<file path="src/sar_pkg.sv">
// shared constants, types and register map of the converter control block
package sar_pkg;
  // register byte offsets on the wishbone bus
  localparam logic [7:0] OFS_CTRL = 8'h00;
  localparam logic [7:0] OFS_CLKDIV = 8'h04;
  localparam logic [7:0] OFS_REF = 8'h08;
  localparam logic [7:0] OFS_CHAN = 8'h0C;
  localparam logic [7:0] OFS_TIMER = 8'h10;
  localparam logic [7:0] OFS_RESULT = 8'h14;
  localparam logic [7:0] OFS_PREV = 8'h18;
  localparam logic [7:0] OFS_THRESH = 8'h1C;
  localparam logic [7:0] OFS_STATUS = 8'h20;
  localparam logic [7:0] OFS_MASK = 8'h24;
  // control register bit positions
  localparam int CTRL_EN = 0;
  localparam int CTRL_GO = 1;
  localparam int CTRL_CONT = 2;
  localparam int CTRL_RJ = 3;
  localparam int CTRL_RC = 4;
  localparam int CTRL_PIE = 5;
  localparam int CTRL_GIE = 6;
  // reference register: positive select in [2:0], negative select bit
  localparam int REF_NREF = 4;
  // timer register: acquisition in [7:0], precharge in [15:8]
  localparam int TIMER_PRE = 8;
  // status / mask bit positions
  localparam int ST_DONE = 0;
  localparam int ST_THR = 1;
  // positive reference codes
  localparam logic [2:0] PREF_PIN = 3'h0;
  localparam logic [2:0] PREF_SUPPLY = 3'h1;
  localparam logic [2:0] PREF_FIX1 = 3'h2;
  localparam logic [2:0] PREF_FIX2 = 3'h3;
  localparam logic [2:0] PREF_FIX4 = 3'h4;
  // conversion timing in half converter clock periods
  localparam logic [4:0] CONV_LAST = 5'h16;
  localparam logic [4:0] DEC_FIRST = 5'h03;
  localparam logic [4:0] DEC_LAST = 5'h15;
  localparam logic [9:0] SAR_MSB = 10'h200;
  // reset values
  localparam logic [5:0] RST_DIV = 6'h00;
  localparam logic [7:0] RST_TIMER = 8'h00;
  localparam logic [9:0] RST_THRESH = 10'h3FF;
  localparam logic [5:0] RST_CHAN = 6'h00;

  typedef enum logic [1:0] {SAR_IDLE, SAR_PRE, SAR_ACQ, SAR_CONV} sar_state_t;

  // software control bits
  typedef struct packed {
    logic global_irq_enable;
    logic pie;
    logic rc_sel;
    logic right_just;
    logic cont;
    logic en;
  } sar_cfg_t;

  // analog front end selections
  typedef struct packed {
    logic [5:0] channel;
    logic [2:0] pref;
    logic nref;
  } sar_ana_t;
endpackage : sar_pkg

</file>
<file path="src/sar_sync.sv">
// two-stage synchroniser for inputs from outside the clock domain
`timescale 1ns/1ps
`default_nettype none
module sar_sync #(
  parameter int W = 1
) (
  input wire logic ref_clk_i,
  input wire logic nrst_i,
  input wire logic [W-1:0] d_i,
  output logic [W-1:0] q_o
);
  logic [W-1:0] meta_ff;
  logic [W-1:0] sync_ff;

  // first stage is read only by the second
  always_ff @(posedge ref_clk_i or negedge nrst_i) begin
    if (!nrst_i) begin
      meta_ff <= '0;
      sync_ff <= '0;
    end else begin
      meta_ff <= d_i;
      sync_ff <= meta_ff;
    end
  end

  assign q_o = sync_ff;
endmodule : sar_sync
`default_nettype wire

</file>
<file path="src/sar_tad_gen.sv">
// converter clock half-period strobe: divided system clock or rc oscillator
`timescale 1ns/1ps
`default_nettype none
module sar_tad_gen (
  input wire logic ref_clk_i,
  input wire logic nrst_i,
  input wire logic rc_sel_i,
  input wire logic [5:0] div_i,
  input wire logic rc_lvl_i,
  output logic half_o
);
  logic [5:0] cnt_ff;
  logic rc_prev_ff;

  // each half period lasts n+1 system clocks, so a full one lasts 2*(n+1)
  assign half_o = rc_sel_i ? (rc_lvl_i != rc_prev_ff) : (cnt_ff == div_i);

  always_ff @(posedge ref_clk_i or negedge nrst_i) begin
    if (!nrst_i) begin
      cnt_ff <= 6'h00;
    end else if (rc_sel_i || half_o || cnt_ff > div_i) begin
      cnt_ff <= 6'h00; // a shrunk divider restarts rather than wrapping
    end else begin
      cnt_ff <= cnt_ff + 6'h01;
    end
  end

  // each rc edge, rising or falling, marks one half period
  always_ff @(posedge ref_clk_i or negedge nrst_i) begin
    if (!nrst_i) begin
      rc_prev_ff <= 1'b0;
    end else begin
      rc_prev_ff <= rc_lvl_i;
    end
  end
endmodule : sar_tad_gen
`default_nettype wire

</file>
<file path="src/sar_converter_control.sv">
// 10-bit successive approximation converter control with wishbone registers
//
// Local design decisions: the Wishbone register port and the address map.
`timescale 1ns/1ps
`default_nettype none
module sar_converter_control (
  input wire logic ref_clk_i,
  input wire logic nrst_i,
  input wire logic wb_cyc_i,
  input wire logic wb_stb_i,
  input wire logic wb_we_i,
  input wire logic [7:0] wb_adr_i,
  input wire logic [3:0] wb_sel_i,
  input wire logic [31:0] wb_dat_i,
  output logic [31:0] wb_dat_o,
  output logic wb_ack_o,
  input wire logic rc_osc_i,
  input wire logic cmp_i,
  input wire logic sleep_i,
  output sar_pkg::sar_ana_t ana_o,
  output logic precharge_o,
  output logic sample_o,
  output logic [9:0] trial_o,
  output logic irq_o,
  output logic wake_o,
  output logic vector_o
);
  sar_pkg::sar_state_t st_ff;
  sar_pkg::sar_cfg_t cfg_ff;
  sar_pkg::sar_ana_t sel_ff;
  sar_pkg::sar_ana_t ana_ff;
  logic go_ff;
  logic [5:0] div_ff;
  logic [7:0] acq_ff;
  logic [7:0] pre_ff;
  logic [7:0] cnt_ff;
  logic [9:0] thr_ff;
  logic [9:0] sar_ff;
  logic [9:0] mask_ff;
  logic [9:0] res_ff;
  logic [9:0] prev_ff;
  logic [4:0] hcnt_ff;
  logic ph_ff;
  logic [1:0] stat_ff;
  logic [1:0] imask_ff;
  logic ack_ff;
  logic [31:0] dat_ff;
  logic [31:0] nxt_dat;
  logic [1:0] sync_q;
  logic half_raw;
  logic half;
  logic tad;
  logic run_ok;
  logic start;
  logic done;
  logic thr_hit;
  logic req;
  logic wr;
  logic [31:0] wmask;

  // merge written byte lanes into an old register value
  function automatic logic [31:0] merge(input logic [31:0] old, input logic [31:0] nw,
                                        input logic [31:0] m);
    merge = (old & ~m) | (nw & m);
  endfunction : merge

  // place the 10-bit value in the 16-bit pair; left justify leaves six zeros below
  function automatic logic [15:0] fmt(input logic [9:0] r, input logic rj);
    fmt = rj ? {6'h00, r} : {r, 6'h00};
  endfunction : fmt

  // rc oscillator and comparator come from outside this clock domain
  sar_sync #(.W(2)) u_sync (
    .ref_clk_i(ref_clk_i),
    .nrst_i(nrst_i),
    .d_i({rc_osc_i, cmp_i}),
    .q_o(sync_q)
  );

  sar_tad_gen u_tad (
    .ref_clk_i(ref_clk_i),
    .nrst_i(nrst_i),
    .rc_sel_i(cfg_ff.rc_sel),
    .div_i(div_ff),
    .rc_lvl_i(sync_q[1]),
    .half_o(half_raw)
  );

  // with the divided system clock the sequencer stops while asleep (analog selections still follow); a go waits
  assign run_ok = !sleep_i || cfg_ff.rc_sel;
  assign half = half_raw && run_ok;
  assign tad = half && ph_ff;
  assign start = (st_ff == sar_pkg::SAR_IDLE) && half && cfg_ff.en && go_ff;
  // go or enable cleared in the last half must not post a result or a flag
  assign done = (st_ff == sar_pkg::SAR_CONV) && half && hcnt_ff == sar_pkg::CONV_LAST &&
                go_ff && cfg_ff.en;
  assign thr_hit = done && (sar_ff >= thr_ff);

  // bus decode
  assign req = wb_cyc_i && wb_stb_i && !ack_ff;
  assign wr = req && wb_we_i;
  assign wmask = {{8{wb_sel_i[3]}}, {8{wb_sel_i[2]}}, {8{wb_sel_i[1]}}, {8{wb_sel_i[0]}}};

  // single-cycle answer: ack one cycle after the request, then low for a cycle
  always_ff @(posedge ref_clk_i or negedge nrst_i) begin
    if (!nrst_i) begin
      ack_ff <= 1'b0;
      dat_ff <= 32'h0000_0000;
    end else begin
      ack_ff <= req;
      dat_ff <= req ? nxt_dat : 32'h0000_0000;
    end
  end

  // read mux; unmapped offsets read as zero and still acknowledge
  always_comb begin
    nxt_dat = 32'h0000_0000;
    case (wb_adr_i)
      sar_pkg::OFS_CTRL: nxt_dat = 32'({cfg_ff.global_irq_enable, cfg_ff.pie, cfg_ff.rc_sel,
                                        cfg_ff.right_just, cfg_ff.cont, go_ff, cfg_ff.en});
      sar_pkg::OFS_CLKDIV: nxt_dat = 32'(div_ff);
      sar_pkg::OFS_REF: nxt_dat = 32'({sel_ff.nref, 1'b0, sel_ff.pref});
      sar_pkg::OFS_CHAN: nxt_dat = 32'(sel_ff.channel);
      sar_pkg::OFS_TIMER: nxt_dat = 32'({pre_ff, acq_ff});
      sar_pkg::OFS_RESULT: nxt_dat = 32'(fmt(res_ff, cfg_ff.right_just));
      sar_pkg::OFS_PREV: nxt_dat = 32'(fmt(prev_ff, cfg_ff.right_just));
      sar_pkg::OFS_THRESH: nxt_dat = 32'(thr_ff);
      sar_pkg::OFS_STATUS: nxt_dat = 32'(stat_ff);
      sar_pkg::OFS_MASK: nxt_dat = 32'(imask_ff);
      default: nxt_dat = 32'h0000_0000;
    endcase
  end

  // configuration registers written by software
  always_ff @(posedge ref_clk_i or negedge nrst_i) begin
    if (!nrst_i) begin
      cfg_ff <= '0;
      div_ff <= sar_pkg::RST_DIV;
      sel_ff <= '{channel: sar_pkg::RST_CHAN, pref: sar_pkg::PREF_PIN, nref: 1'b0};
      acq_ff <= sar_pkg::RST_TIMER;
      pre_ff <= sar_pkg::RST_TIMER;
      thr_ff <= sar_pkg::RST_THRESH;
      imask_ff <= 2'h0;
    end else if (wr) begin
      case (wb_adr_i)
        sar_pkg::OFS_CTRL: if (wb_sel_i[0]) begin
          cfg_ff.en <= wb_dat_i[sar_pkg::CTRL_EN];
          cfg_ff.cont <= wb_dat_i[sar_pkg::CTRL_CONT];
          cfg_ff.right_just <= wb_dat_i[sar_pkg::CTRL_RJ];
          cfg_ff.rc_sel <= wb_dat_i[sar_pkg::CTRL_RC];
          cfg_ff.pie <= wb_dat_i[sar_pkg::CTRL_PIE];
          cfg_ff.global_irq_enable <= wb_dat_i[sar_pkg::CTRL_GIE];
        end
        sar_pkg::OFS_CLKDIV: div_ff <= 6'(merge(32'(div_ff), wb_dat_i, wmask));
        sar_pkg::OFS_REF: if (wb_sel_i[0]) begin
          sel_ff.pref <= wb_dat_i[2:0];
          sel_ff.nref <= wb_dat_i[sar_pkg::REF_NREF];
        end
        sar_pkg::OFS_CHAN: sel_ff.channel <= 6'(merge(32'(sel_ff.channel), wb_dat_i, wmask));
        sar_pkg::OFS_TIMER: begin
          acq_ff <= 8'(merge(32'(acq_ff), wb_dat_i, wmask));
          pre_ff <= 8'(merge(32'(pre_ff), wb_dat_i >> sar_pkg::TIMER_PRE,
                             wmask >> sar_pkg::TIMER_PRE));
        end
        sar_pkg::OFS_THRESH: thr_ff <= 10'(merge(32'(thr_ff), wb_dat_i, wmask));
        sar_pkg::OFS_MASK: imask_ff <= 2'(merge(32'(imask_ff), wb_dat_i, wmask));
        default: ;
      endcase
    end
  end

  // go: software sets or clears it; hardware clears it at the end unless continuous
  always_ff @(posedge ref_clk_i or negedge nrst_i) begin
    if (!nrst_i) begin
      go_ff <= 1'b0;
    end else if (wr && wb_adr_i == sar_pkg::OFS_CTRL && wb_sel_i[0]) begin
      go_ff <= wb_dat_i[sar_pkg::CTRL_GO]; // a software write wins over the end
    end else if (done && !cfg_ff.cont) begin
      go_ff <= 1'b0;
    end
  end

  // sticky status, write one to clear; a same-cycle event wins over the clear
  always_ff @(posedge ref_clk_i or negedge nrst_i) begin
    if (!nrst_i) begin
      stat_ff <= 2'h0;
    end else begin
      stat_ff <= (stat_ff & ~((wr && wb_adr_i == sar_pkg::OFS_STATUS) ?
                  (wb_dat_i[1:0] & wmask[1:0]) : 2'h0))
                 | {thr_hit, done};
    end
  end

  // analog selections change only on a converter clock edge, so rc writes lag
  always_ff @(posedge ref_clk_i or negedge nrst_i) begin
    if (!nrst_i) begin
      ana_ff <= '{channel: sar_pkg::RST_CHAN, pref: sar_pkg::PREF_PIN, nref: 1'b0};
    end else if (half_raw) begin
      ana_ff <= sel_ff;
    end
  end

  // half-period phase; a full converter clock period ends on every second half
  always_ff @(posedge ref_clk_i or negedge nrst_i) begin
    if (!nrst_i) begin
      ph_ff <= 1'b0;
    end else if (start) begin
      ph_ff <= 1'b0;
    end else if (half) begin
      ph_ff <= !ph_ff;
    end
  end

  // sequencer: precharge, acquisition, then 23 half periods of approximation
  always_ff @(posedge ref_clk_i or negedge nrst_i) begin
    if (!nrst_i) begin
      st_ff <= sar_pkg::SAR_IDLE;
      cnt_ff <= sar_pkg::RST_TIMER;
      hcnt_ff <= 5'h00;
    end else if (!cfg_ff.en || (!go_ff && st_ff != sar_pkg::SAR_IDLE)) begin
      st_ff <= sar_pkg::SAR_IDLE; // turned off or aborted by software
    end else begin
      unique case (st_ff)
        sar_pkg::SAR_IDLE: if (start) begin
          st_ff <= sar_pkg::SAR_PRE;
          cnt_ff <= pre_ff;
        end
        sar_pkg::SAR_PRE: if (tad) begin
          if (cnt_ff == 8'h00) begin
            st_ff <= sar_pkg::SAR_ACQ;
            cnt_ff <= acq_ff;
          end else begin
            cnt_ff <= cnt_ff - 8'h01;
          end
        end
        sar_pkg::SAR_ACQ: if (tad) begin
          if (cnt_ff == 8'h00) begin
            st_ff <= sar_pkg::SAR_CONV;
            hcnt_ff <= 5'h00;
          end else begin
            cnt_ff <= cnt_ff - 8'h01;
          end
        end
        sar_pkg::SAR_CONV: if (half) begin
          if (done) begin
            st_ff <= sar_pkg::SAR_IDLE;
          end else begin
            hcnt_ff <= hcnt_ff + 5'h01;
          end
        end
      endcase
    end
  end

  // trial register: keep or drop the bit under test, then try the next one
  always_ff @(posedge ref_clk_i or negedge nrst_i) begin
    if (!nrst_i) begin
      sar_ff <= 10'h000;
      mask_ff <= 10'h000;
    end else if (st_ff == sar_pkg::SAR_ACQ) begin
      sar_ff <= sar_pkg::SAR_MSB;
      mask_ff <= sar_pkg::SAR_MSB;
    end else if (st_ff == sar_pkg::SAR_CONV && half && hcnt_ff[0] &&
                 hcnt_ff >= sar_pkg::DEC_FIRST && hcnt_ff <= sar_pkg::DEC_LAST) begin
      sar_ff <= (sync_q[0] ? sar_ff : (sar_ff & ~mask_ff)) | (mask_ff >> 1);
      mask_ff <= mask_ff >> 1;
    end
  end

  // result pair and previous result are updated together at the end
  always_ff @(posedge ref_clk_i or negedge nrst_i) begin
    if (!nrst_i) begin
      res_ff <= 10'h000;
      prev_ff <= 10'h000;
    end else if (done) begin
      res_ff <= sar_ff;
      prev_ff <= res_ff;
    end
  end

  assign wb_ack_o = ack_ff;
  assign wb_dat_o = dat_ff;
  assign ana_o = ana_ff;
  assign trial_o = sar_ff;
  assign precharge_o = (st_ff == sar_pkg::SAR_PRE);
  assign sample_o = (st_ff == sar_pkg::SAR_ACQ);
  // level interrupt; wake only while asleep, vectoring needs both enables
  assign irq_o = |(stat_ff & imask_ff);
  assign wake_o = irq_o && sleep_i;
  assign vector_o = irq_o && cfg_ff.pie && cfg_ff.global_irq_enable;
endmodule : sar_converter_control
`default_nettype wire

</file>
<file path="config.mk">
export PLATFORM = sky130hd
export DESIGN_NAME = sar_converter_control
export DESIGN_NICKNAME = d
export VERILOG_FILES = /design/src/sar_pkg.sv /design/src/sar_sync.sv /design/src/sar_tad_gen.sv /design/src/sar_converter_control.sv
export SDC_FILE = /design/constraint.sdc
export NUM_CORES = 1
export LEC_CHECK = 0
export ABC_AREA = 1
export BUFFER_PORTS_ARGS = -buffer_cell sky130_fd_sc_hd__buf_2
export CORE_MARGIN = 2
export CORE_UTILIZATION = 50
export CTS_BUF_LIST = sky130_fd_sc_hd__clkbuf_16
export CTS_CLUSTER_SIZE = 30
export DETAILED_ROUTE_END_ITERATION = 16
export PLACE_DENSITY = 0.7
export SETUP_SLACK_MARGIN = 0.02
export SYNTH_ARGS = -nofsm -noshare
export SYNTH_HDL_FRONTEND = slang
export SYNTH_SLANG_ARGS = --single-unit
export TNS_END_PERCENT = 50
</file>
<file path="constraint.sdc">
create_clock -name ref_clk_i -period 3.4 [get_ports ref_clk_i]
set_clock_uncertainty 0.1 [all_clocks]
set_input_delay 0.34 -clock ref_clk_i [delete_from_list [all_inputs] [get_ports ref_clk_i]]
set_output_delay 0.34 -clock ref_clk_i [all_outputs]
set_load 0.03 [all_outputs]
</file>
==> reports/metrics.cfg, run 1 <==
[status]
status = complete, no violations

[timing]
setup_viol = 0
finalSetupTns_ps = 0
period_share_pct = 82.39
hold_violations = 0
min_period_ps = 2801
timing.fmax_ghz = 0.3570
rsz0062_at_grt = false
timing.final.max_slew_violations = 0
max-slew-margin-rel_pct = 48.88
worst_slack_ps = 598.8
worst_pin_slew_ps = 761.7

[place]
gp_congestion = 0.9046
hpwl_mm = 13.32
place_ws_ps = 656.6
port_buffers = 75
place_inst = 1138
place_area_sq_mm = 0.007958

[routing]
drt_pass1_iterations = 5
final_antenna_net_count = 0
wirelength_mm = 17.98
wire_per_inst_um = 15.32
drc = 0
dr.first_iter.drc_count = 520
via_per_inst = 5.259
num_vias = 6169

[final_layout]
fillCellCount = 1286
fin_area_sq_mm = 0.008559
final_cell_mix = nand2_1 (216), dfrtp_1 (137), inv_1 (123)
drive_above_1_share_pct = 16.48
fin_nets = 1054
final_common_cell = nand2_1
fin_cells = 1173
area_growth_pct = 14.28
antennaDiodeCount = 0

[global_route]
grt_max_degree = 76
antenna_found_initial = 0
grt_pass1_vias = 5855
grt_pass1_wl_mm = 29.77
gr-total-overflow = 0
grt_usage_pct = 23.83

[power]
p_leak_uw = 0.004271
ir_worst_vdd_uv = 419.9
powerDensity_mw_per_mm2 = 618.3
finalPower_uw = 5293

[synthesis]
ys_ff_latch = 147
synth_top_area_share_pct = 45.77
yosys_warnings = 0
synth-async-reset-ratio_pct = 100.0
synthTopCellsByArea = dfrtp_1 (46%), nand2_1 (11%), o21ai_0 (7.7%)
synth_area_per_cell_sq_um = 8.368
synth_cells = 895
synthDistinctLibCells = 47
synth.largest_area_cell = dfrtp_1
syn_area_sq_mm = 0.007490
synthFlopType = dfrtp_1
synth_seq_area_share_pct = 49.28
synth_edf_count = 0

[die]
die_w_um = 126.4
dieArea_sq_mm = 0.01597
fp.coreArea_sq_mm = 0.01459
io_pins = 110
die_h_um = 126.4
start_util_pct = 51.34
num_rows = 44

[critical_path]
cp_max_fo = 18
r2r_end = mask_ff[2]$_DFFE_PN0P_
reg2reg_slack_ps = 600
cp-start-kind = register
cp_slowest_stage_delay_ps = 380
end_kind = register
r2r_cells = 12
cp_slowest_cell = dfrtp_1
endpoint = mask_ff[2]$_DFFE_PN0P_
critical_path_arrival_ps = 3030
required_ps = 3630
crit_type = reg2reg
cpMostUsedCell = nand2_2
worstPathCellList = inv_1, ha_1, nand2_2, nor2_2, nand3_2, nand2_2, nand2_1, nor2_2, nand3_2, nand2_2, nand3_1, o21ai_0

[clock_network]
cts_buffers = 17
clk_pin_slew_worst_paths_ps = 60
cts_tree = built
h-tree-depth = 4
clk_latency_ps = 430
clk_path_buf_depth = 2
clock-sinks = 147
cts_root_buf = clkbuf_16

[run]
cap_violations = 0

[hold_path]
hp-class = in2reg

-- per-layer routing --
layer / up-vias / GRT usage (%) / part of all wire (%)
met3: 40 / 5.778 / 5.6
met5: - / 0 / 0
met4: 0 / 9.632 / 2.9
met2: 185 / 35.61 / 45
met1: 2919 / 33.57 / 46
li1: 3025 / - / -
-- per-stage QoR --
| step | util (%) | hold slack, ps |
|---|---|---|
| after floorplan | - | -55.59 |
| final | 58.67 | 46.10 |
| after global routing | 58.67 | 38.83 |
| after CTS | 58.67 | 31.70 |
| after global placement | 54.55 | 232.2 |
| after detailed placement | 54.55 | 234.7 |
-- how the worst min path moves through the flow --
stage,cells after the start,startpoint,end
after floorplan,0,nrst_i,asynchronous set/reset pin
after global placement,0,u_sync.meta_ff[0]$_DFF_PN0_,u_sync.q_o[0]$_DFF_PN0_
after detailed placement,0,u_sync.meta_ff[0]$_DFF_PN0_,u_sync.q_o[0]$_DFF_PN0_
after CTS,2,wb_dat_i[14],register
after global routing,2,wb_dat_i[14],register
final,2,wb_dat_i[14],register
-- cell type report --
cell class / count / area [sq um] / share of cell area, %
repair buffers: 84 / 456.7 / 5.335
clock inverters: 15 / 146.4 / 1.710
inverters: 125 / 469.2 / 5.482
clock buffers: 17 / 425.4 / 4.970
well taps: 184 / 230.2 / 2.690
flip-flops and latches: 147 / 3691 / 43.12
multi-input cells: 601 / 3141 / 36.69
-- critical path, delay by kind of cell, from the launching register on --
kind            cells  cell delay (ps)
simple gates        9             1740
flops               1              380
buf+inv             1               60
compound gates      1              120
fa+ha+maj           1              310
-- cells by family (layout without fill, tap and decap cells) --
family                   after synthesis  count (layout)  synth area share, %
adder cells (fa/ha/maj)               26              26                4.343
XOR/XNOR                              10              10                1.169
buffers and inverters                162             241                9.539
AO/OA/AOI/OAI                        189             189                14.03
other                                  1              16              0.05007
multiplexers                           8               8                1.203
flip-flops                           147             147                49.28
AND/OR/NAND/NOR                      352             352                20.38
-- synthesized netlist by cell type (2+ instances only) --
master	count
clkinv_1	2
mux2_2	8
xor2_1	8
clkbuf_1	13
a31oi_1	5
nand2_1	216
nor2_1	50
inv_1	119
o21bai_1	2
dfstp_2	10
o21ai_2	7
a21oi_1	27
dfrtp_1	137
inv_2	4
buf_4	16
o211ai_1	12
ha_1	26
buf_6	5
nor2_2	6
nand3_2	5
o21ai_0	115
nor3b_1	2
or2_2	3
a22oi_1	4
xnor2_1	2
nor3_1	15
nand2_2	7
o22ai_1	8
nand3_1	40
o21ai_1	3
buf_2	2
-- power breakdown --
group | leakage (uW) | internal, uW | total (uW) | switching (uW)
sequential | 0.00191 | 1920 | 2100 | 178
clock | 0.000284 | 1070 | 1800 | 731
combinational | 0.00208 | 472 | 1390 | 919
total | 0.00427 | 3470 | 5290 | 1830
-- repair_timing --
item	4_1_cts	5_1_grt
setup buffers	0	0
hold buffers	3	0
gates resized for setup	0	0
endpoints found under the hold margin	70	0
Power figures use the tool's default switching activity.
==> run 2: changes to the inputs <==
Settings changed: ABC_AREA 1 to 0, PLACE_DENSITY 0.7 to 0.73.
Clock period 3.4 ns to 2.5 ns, I/O delays scaled along.
==> run 2 against run 1 <==
Against the previous run: combinational power is 83% lower; non-clock buffer count increased by 41; routed wire length rose by 3.6%; area after synthesis down 2.1%; count of clock-buffer cells in the layout is the same; critical endpoint is now cnt_ff[4]$_DFFE_PN0P_; largest power group is now the clock network.
==> reports/metrics.cfg, run 2 <==
[power]
powerDensity_mw_per_mm2 = 597.3  ; -3.4%
p_leak_uw = 0.004317  ; +1.1%
ir_worst_vdd_uv = 728.4  ; +73%

[clock_network]
clk_pin_slew_worst_paths_ps = 60  ; about the same
clk_path_buf_depth = 2  ; unchanged
cts_root_buf = clkbuf_16
cts_tree = built
h-tree-depth = 4  ; unchanged
clock-sinks = 147  ; unchanged
cts_buffers = 17  ; unchanged
clk_latency_ps = 420  ; about the same

[final_layout]
fin_cells = 995  ; -15%
area_growth_pct = 19.76
antennaDiodeCount = 0  ; unchanged
fin_nets = 876  ; -17%
final_common_cell = dfrtp_1
fin_area_sq_mm = 0.008780  ; +2.6%
drive_above_1_share_pct = 27.50  ; +11 points
final_cell_mix = dfrtp_1 (137), buf_2 (74), nand2_1 (67)

[synthesis]
synth.most_common_cell = dfrtp_1
synth-async-reset-ratio_pct = 100.0  ; unchanged
synth_edf_count = 0  ; unchanged
synth_seq_area_share_pct = 50.35  ; +1.1 points
synth_area_per_cell_sq_um = 10.73  ; +28%
synth_commonest_cells = dfrtp_1 (137), nand2_1 (67), mux2_2 (55)
syn_area_sq_mm = 0.007331  ; -2.1%
synth_cells = 683  ; -24%
synthFlopType = dfrtp_1
yosys_warnings = 0  ; unchanged
synthDistinctLibCells = 59  ; +26%
ys_ff_latch = 147  ; unchanged
synthTopCellsByArea = dfrtp_1 (47%), mux2_2 (8.4%), ha_1 (4.4%)
synth.largest_area_cell = dfrtp_1
synth_top_area_share_pct = 46.77  ; +0.99 points

[timing]
timing.final.max_slew_violations = 0  ; unchanged
timing.fmax_ghz = 0.4139  ; +16%
finalSetupTns_ps = 0  ; unchanged
min_period_ps = 2416  ; -385.2 ps
setup_viol = 0  ; unchanged
period_share_pct = 96.64  ; +14 points
max-slew-margin-rel_pct = 62.66  ; +14 points
rsz0062_at_grt = true
hold_violations = 0  ; unchanged
worst_pin_slew_ps = 554.2  ; -207.5 ps

[die]
start_util_pct = 50.82  ; -0.51 points
num_rows = 44  ; unchanged
fp.coreArea_sq_mm = 0.01442  ; -1.1%
die_w_um = 125.1  ; -1.0%
io_pins = 110  ; unchanged
dieArea_sq_mm = 0.01565  ; -2.1%
die_h_um = 125.1  ; -1.0%

[routing]
final_antenna_net_count = 0  ; unchanged
dr.first_iter.drc_count = 508  ; -2.3%
wire_per_inst_um = 18.72  ; +22%
num_vias = 5763  ; -6.6%
via_per_inst = 5.792  ; +10%
wirelength_mm = 18.63  ; +3.6%
drt_pass1_iterations = 6  ; +1
drc = 0  ; unchanged

[critical_path]
r2r_cells = 8  ; -4
endpoint = cnt_ff[4]$_DFFE_PN0P_
cp-start-kind = register
required_ps = 2720  ; -910 ps
cp_max_fo = 11  ; -7
reg2reg_slack_ps = 80  ; -510 ps
critical_path_arrival_ps = 2630  ; -400 ps
r2r_start = u_tad.cnt_ff[1]$_DFF_PN0_
end_kind = register
crit_type = reg2reg
crit_start = u_tad.cnt_ff[1]$_DFF_PN0_
r2r_end = cnt_ff[4]$_DFFE_PN0P_

[place]
place_area_sq_mm = 0.008025  ; +0.85%
gp_congestion = 0.9432  ; +4.3%
hpwl_mm = 13.58  ; +1.9%
port_buffers = 75  ; unchanged
place_inst = 948  ; -17%

[global_route]
gr-total-overflow = 0  ; unchanged
grt_pass1_wl_mm = 30.15  ; +1.3%
grt_max_degree = 68  ; -11%
grt_usage_pct = 24.61  ; +0.78 points
antenna_found_initial = 0  ; unchanged
grt_pass1_vias = 5703  ; -2.6%

[hold_path]
hp-class = in2reg

[run]
cap_violations = 0  ; unchanged

[status]
status = complete, no violations

-- run 2: cell count changes after synthesis, moves of 8 or more --
cell      change
a22o_1        +8
mux2_4       +14
mux2_2       +47
a21o_1        +9
nand2_1     -149
a22oi_1      +12
nor3_1       -10
o21ai_0      -68
nand3_1      -28
inv_1        -79
o211ai_1      -8
-- run 2: area by class of cell --
| type | instances | area, sq um |
|---|---|---|
| repair buffers | 125 | 814.5 |
| fillers | 1178 | 5644 |
| well taps | 184 | 230.2 |
| multi-input cells | 467 | 3293 |
| clock inverters | 15 | 175.2 |
| clock buffers | 17 | 425.4 |
| flip-flops and latches | 147 | 3691 |
| inverters | 40 | 150.1 |
-- run 2: cell families after synthesis --
| kind of cell | after synthesis | synth area share [%] |
|---|---|---|
| AOI/OAI and AO/OA | 162 | 14.54 |
| other | 1 | 0.05115 |
| xor gates and xnor gates | 10 | 1.195 |
| buffers and inverters | 84 | 5.615 |
| adders and majority gates | 26 | 4.438 |
| muxes | 76 | 12.27 |
| DFF | 147 | 50.35 |
| and+or+nand+nor | 177 | 11.54 |
-- run 2: metal layers --
metal,GRT usage (%),vias up,share of wire [%]
li1,-,2637,-
met1,33.65,2850,44
met5,0,-,0
met3,6.846,38,7.4
met4,8.954,0,2.3
met2,37.85,238,47
-- run 2: worst min-delay path by stage --
stage | from | to | slack (ps) | cells past startpoint
2_1_floorplan | nrst_i | asynchronous set/reset pin | -150 | 0
3_3_place_gp | nrst_i | u_tad.cnt_ff[2]$_DFF_PN0_ | 130 | 1
3_5_place_dp | nrst_i | u_tad.cnt_ff[2]$_DFF_PN0_ | 150 | 1
4_1_cts | wb_dat_i[7] | register | 2 | 2
5_1_grt | wb_dat_i[0] | sel_ff[1]$_DFFE_PN0P_ | 20 | 2
6_report | wb_dat_i[0] | sel_ff[1]$_DFFE_PN0P_ | 20 | 2
-- run 2: metrics by stage --
step / setup slack (ps) / utilization, % / total power [uW] / hold slack (ps)
after detailed placement: 22.20 / 55.64 / 2674 / 147.4
after global placement: 133.6 / 55.64 / 2668 / 134.1
after global routing: -0.2345 / 60.87 / 5436 / 15.92
after floorplan: 200.5 / - / 2560 / -145.6
final: 84.00 / 60.87 / 5244 / 22.44
after CTS: 36.20 / 60.64 / 5281 / 2.305
-- run 2: where the power goes --
part	internal, uW	leakage, uW	switching [uW]
clock	1640	0.000302	952
combinational	72.7	0.00202	171
sequential	2400	0.00200	9.62
-- run 2: critical path: stages (launching register included) --
cell and delay, ps:
dfrtp_1 400, ha_1 300, and4_1 240, a32oi_1 110
buf_4 180, a211oi_1 260, o211ai_1 220, buf_4 240
o31ai_1 270
-- run 2: timing repair --
| action | CTS | global route |
|---|---|---|
| hold buffers | 12 | 1 |
| endpoints found under the setup margin | 2 | 11 |
| pin swaps | 0 | 2 |
| cloned | 0 | 0 |
| resized for setup | 1 | 3 |
| buffers inserted | 0 | 2 |
| hold endpoints to repair | 60 | 1 |
==> run 3: changes to the inputs <==
Settings changed: SETUP_SLACK_MARGIN 0.02 to 0.5.
==> run 3 against run 2 <==
Against the previous run: core utilization is 3.7 points higher; routed wire length is 5.5% higher; highest routed layer unchanged; final cell count is 1.3% higher; critical path type unchanged.
==> reports/metrics.cfg, run 3 (synthesis gave the netlist of run 2 again) <==
[status]
status = complete, no violations

[global_route]
gr-total-overflow = 0  ; unchanged
grt_pass1_wl_mm = 30.71  ; +1.9%
grt_usage_pct = 24.99  ; +0.38 points
grt_max_degree = 58  ; -15%
antenna_found_initial = 0  ; unchanged
grt_pass1_vias = 5815  ; +2.0%

[power]
p_leak_uw = 0.004585  ; +6.2%
powerDensity_mw_per_mm2 = 564.5  ; -5.5%
intPower_uw = 4120  ; +0.20%
combPwrFrac_pct = 5.0  ; +0.4 points
ir_worst_vdd_uv = 528.5  ; -27%
p_sw_uw = 1134  ; +0.16%
switching_share_pct = 21.58  ; about the same
seqPwrFrac_pct = 45.8  ; about the same
power_frac_clock_pct = 49.2  ; -0.3 points

[timing]
hold_violations = 0  ; unchanged
worst_pin_slew_ps = 540.8  ; -13.38 ps
rsz0062_at_grt = true
timing.fmax_ghz = 0.4254  ; +2.8%
max-slew-margin-rel_pct = 63.82  ; +1.2 points
min_period_ps = 2351  ; -65.46 ps
timing.final.max_slew_violations = 0  ; unchanged
setup_viol = 0  ; unchanged
period_share_pct = 94.02  ; -2.6 points
finalSetupTns_ps = 0  ; unchanged

[final_layout]
fillCellCount = 1111  ; -5.7%
final_cell_mix = dfrtp_1 (135), buf_2 (74), nand2_1 (56)
final_common_cell = dfrtp_1
drive_above_1_share_pct = 36.65  ; +9.2 points
fin_area_sq_mm = 0.009308  ; +6.0%
multi_input_area_sq_mm = 0.003641  ; +11%
fin_nets = 889  ; +1.5%
register_area_sq_mm = 0.003694  ; about the same
antennaDiodeCount = 0  ; unchanged
area_growth_pct = 26.97
fin_util_pct = 64.53  ; +3.7 points

[clock_network]
cts_buffers = 17  ; unchanged
clk_path_buf_depth = 2  ; unchanged
cts_tree = built
h-tree-depth = 4  ; unchanged
clk_pin_slew_worst_paths_ps = 60  ; about the same
clock-sinks = 147  ; unchanged
cts_root_buf = clkbuf_16
clk_latency_ps = 420  ; about the same

[critical_path]
cp_slowest_stage_delay_ps = 430  ; +30 ps
cp-start-kind = register
cp_max_fo = 6  ; -5
crit_type = reg2reg
end_kind = register
required_ps = 2710  ; about the same
cp_slowest_cell = dfrtp_1
critical_path_arrival_ps = 2560  ; -70 ps
worstPathCellList = ha_4, and4_4, a32oi_4, buf_6, or3_4, clkbuf_16, mux2_4

[place]
place_area_sq_mm = 0.008031  ; about the same
gp_congestion = 0.9160  ; -2.9%
hpwl_mm = 13.66  ; +0.62%
port_buffers = 75  ; unchanged

[routing]
wirelength_mm = 19.66  ; +5.5%
wire_per_inst_um = 19.50  ; +4.1%
final_antenna_net_count = 0  ; unchanged
drt_pass1_iterations = 5  ; -1
num_vias = 5850  ; +1.5%
via_per_inst = 5.804  ; +0.20%
dr.first_iter.drc_count = 522  ; +2.8%
drc = 0  ; unchanged

[die]
die_w_um = 125.1  ; unchanged
dieArea_sq_mm = 0.01565  ; unchanged
num_rows = 44  ; unchanged
start_util_pct = 50.82  ; unchanged
io_pins = 110  ; unchanged
die_h_um = 125.1  ; unchanged
fp.coreArea_sq_mm = 0.01442  ; unchanged

[run]
cap_violations = 0  ; unchanged

[hold_path]
hp-class = in2reg

run 3: changes by cell type in the layout (fill, tap and decap cells not counted), moves of 4 or more:
cell	before	now
o21ai_2	0	10
a21oi_2	0	12
nand2_2	0	4
a21oi_1	31	18
o21ai_1	1	8
nand2_4	0	7
o21ai_0	46	29
nand2_1	67	56
buf_4	35	40
run 3: what timing repair did:
item | in CTS | in global routing
gates resized for setup | 39 | 58
pin swaps | 13 | 20
setup endpoints to repair | 68 | 90
cloned | 2 | 2
hold endpoints to repair | 49 | 0
buffers inserted | 10 | 8
hold buffers | 12 | 0
run 3: final timing paths:
path / from / end / slack (ps) / depth (start not counted)
worst min-delay path: wb_dat_i[7] / register / 30 / 2
min in group asynchronous: nrst_i / u_sync.meta_ff[1]$_DFF_PN0_ / 200 / 2
worst max register to register: u_tad.cnt_ff[3]$_DFF_PN0_ / res_ff[6]$_DFFE_PN0P_ / 150 / 7
worst min register to register: u_sync.meta_ff[0]$_DFF_PN0_ / u_sync.q_o[0]$_DFF_PN0_ / 250 / 0
worst max-delay path: u_tad.cnt_ff[3]$_DFF_PN0_ / res_ff[6]$_DFFE_PN0P_ / 150 / 7
max in group asynchronous: nrst_i / asynchronous set/reset pin / 1450 / 3
run 3: final cells by class:
| cell class | instances | area share, % |
|---|---|---|
| multi-input combinational | 468 | 39.12 |
| sequential | 147 | 39.68 |
| timing repair buffer | 137 | 10.67 |
| inverter | 40 | 1.613 |
| clock inverter | 15 | 1.869 |
| tap | 184 | 2.473 |
| clock buffer | 17 | 4.571 |
run 3: worst max-delay path: cells and delay by family, from the launching register on:
kind                       cells  cell delay [ps]
buffers and inverters          2              360
and+or+nand+nor                2              630
DFF                            1              430
adders and majority gates      1              290
muxes                          1              290
AOI/OAI and AO/OA              1              120
run 3: per-layer routing:
| metal | up-vias | part of all wire, % | track usage (%) |
|---|---|---|---|
| li1 | 2673 | - | - |
| met1 | 2903 | 43 | 33.41 |
| met2 | 239 | 49 | 40.57 |
| met3 | 35 | 6.1 | 6.205 |
| met4 | 0 | 2.0 | 7.647 |
| met5 | - | 0 | 0 |
run 3: power groups by stage:
stage / clock network (uW) / logic [uW] / registers (uW)
3_5_place_dp: 0 / 232 / 2450
5_1_grt: 2750 / 283 / 2410
6_report: 2590 / 262 / 2410
4_1_cts: 2630 / 255 / 2410
2_1_floorplan: 0 / 115 / 2450
3_3_place_gp: 0 / 228 / 2450
run 3: stage by stage:
step                      hold slack, ps  std cells  total power [uW]  worst slack, ps
after floorplan                   -145.6        698              2563            200.5
after global placement             72.19        942              2674            80.68
after detailed placement           75.92        942              2679           -13.28
after CTS                          15.13        998              5289            203.4
after global routing               14.88       1008              5442            104.2
final                              26.90       1008              5254            149.5
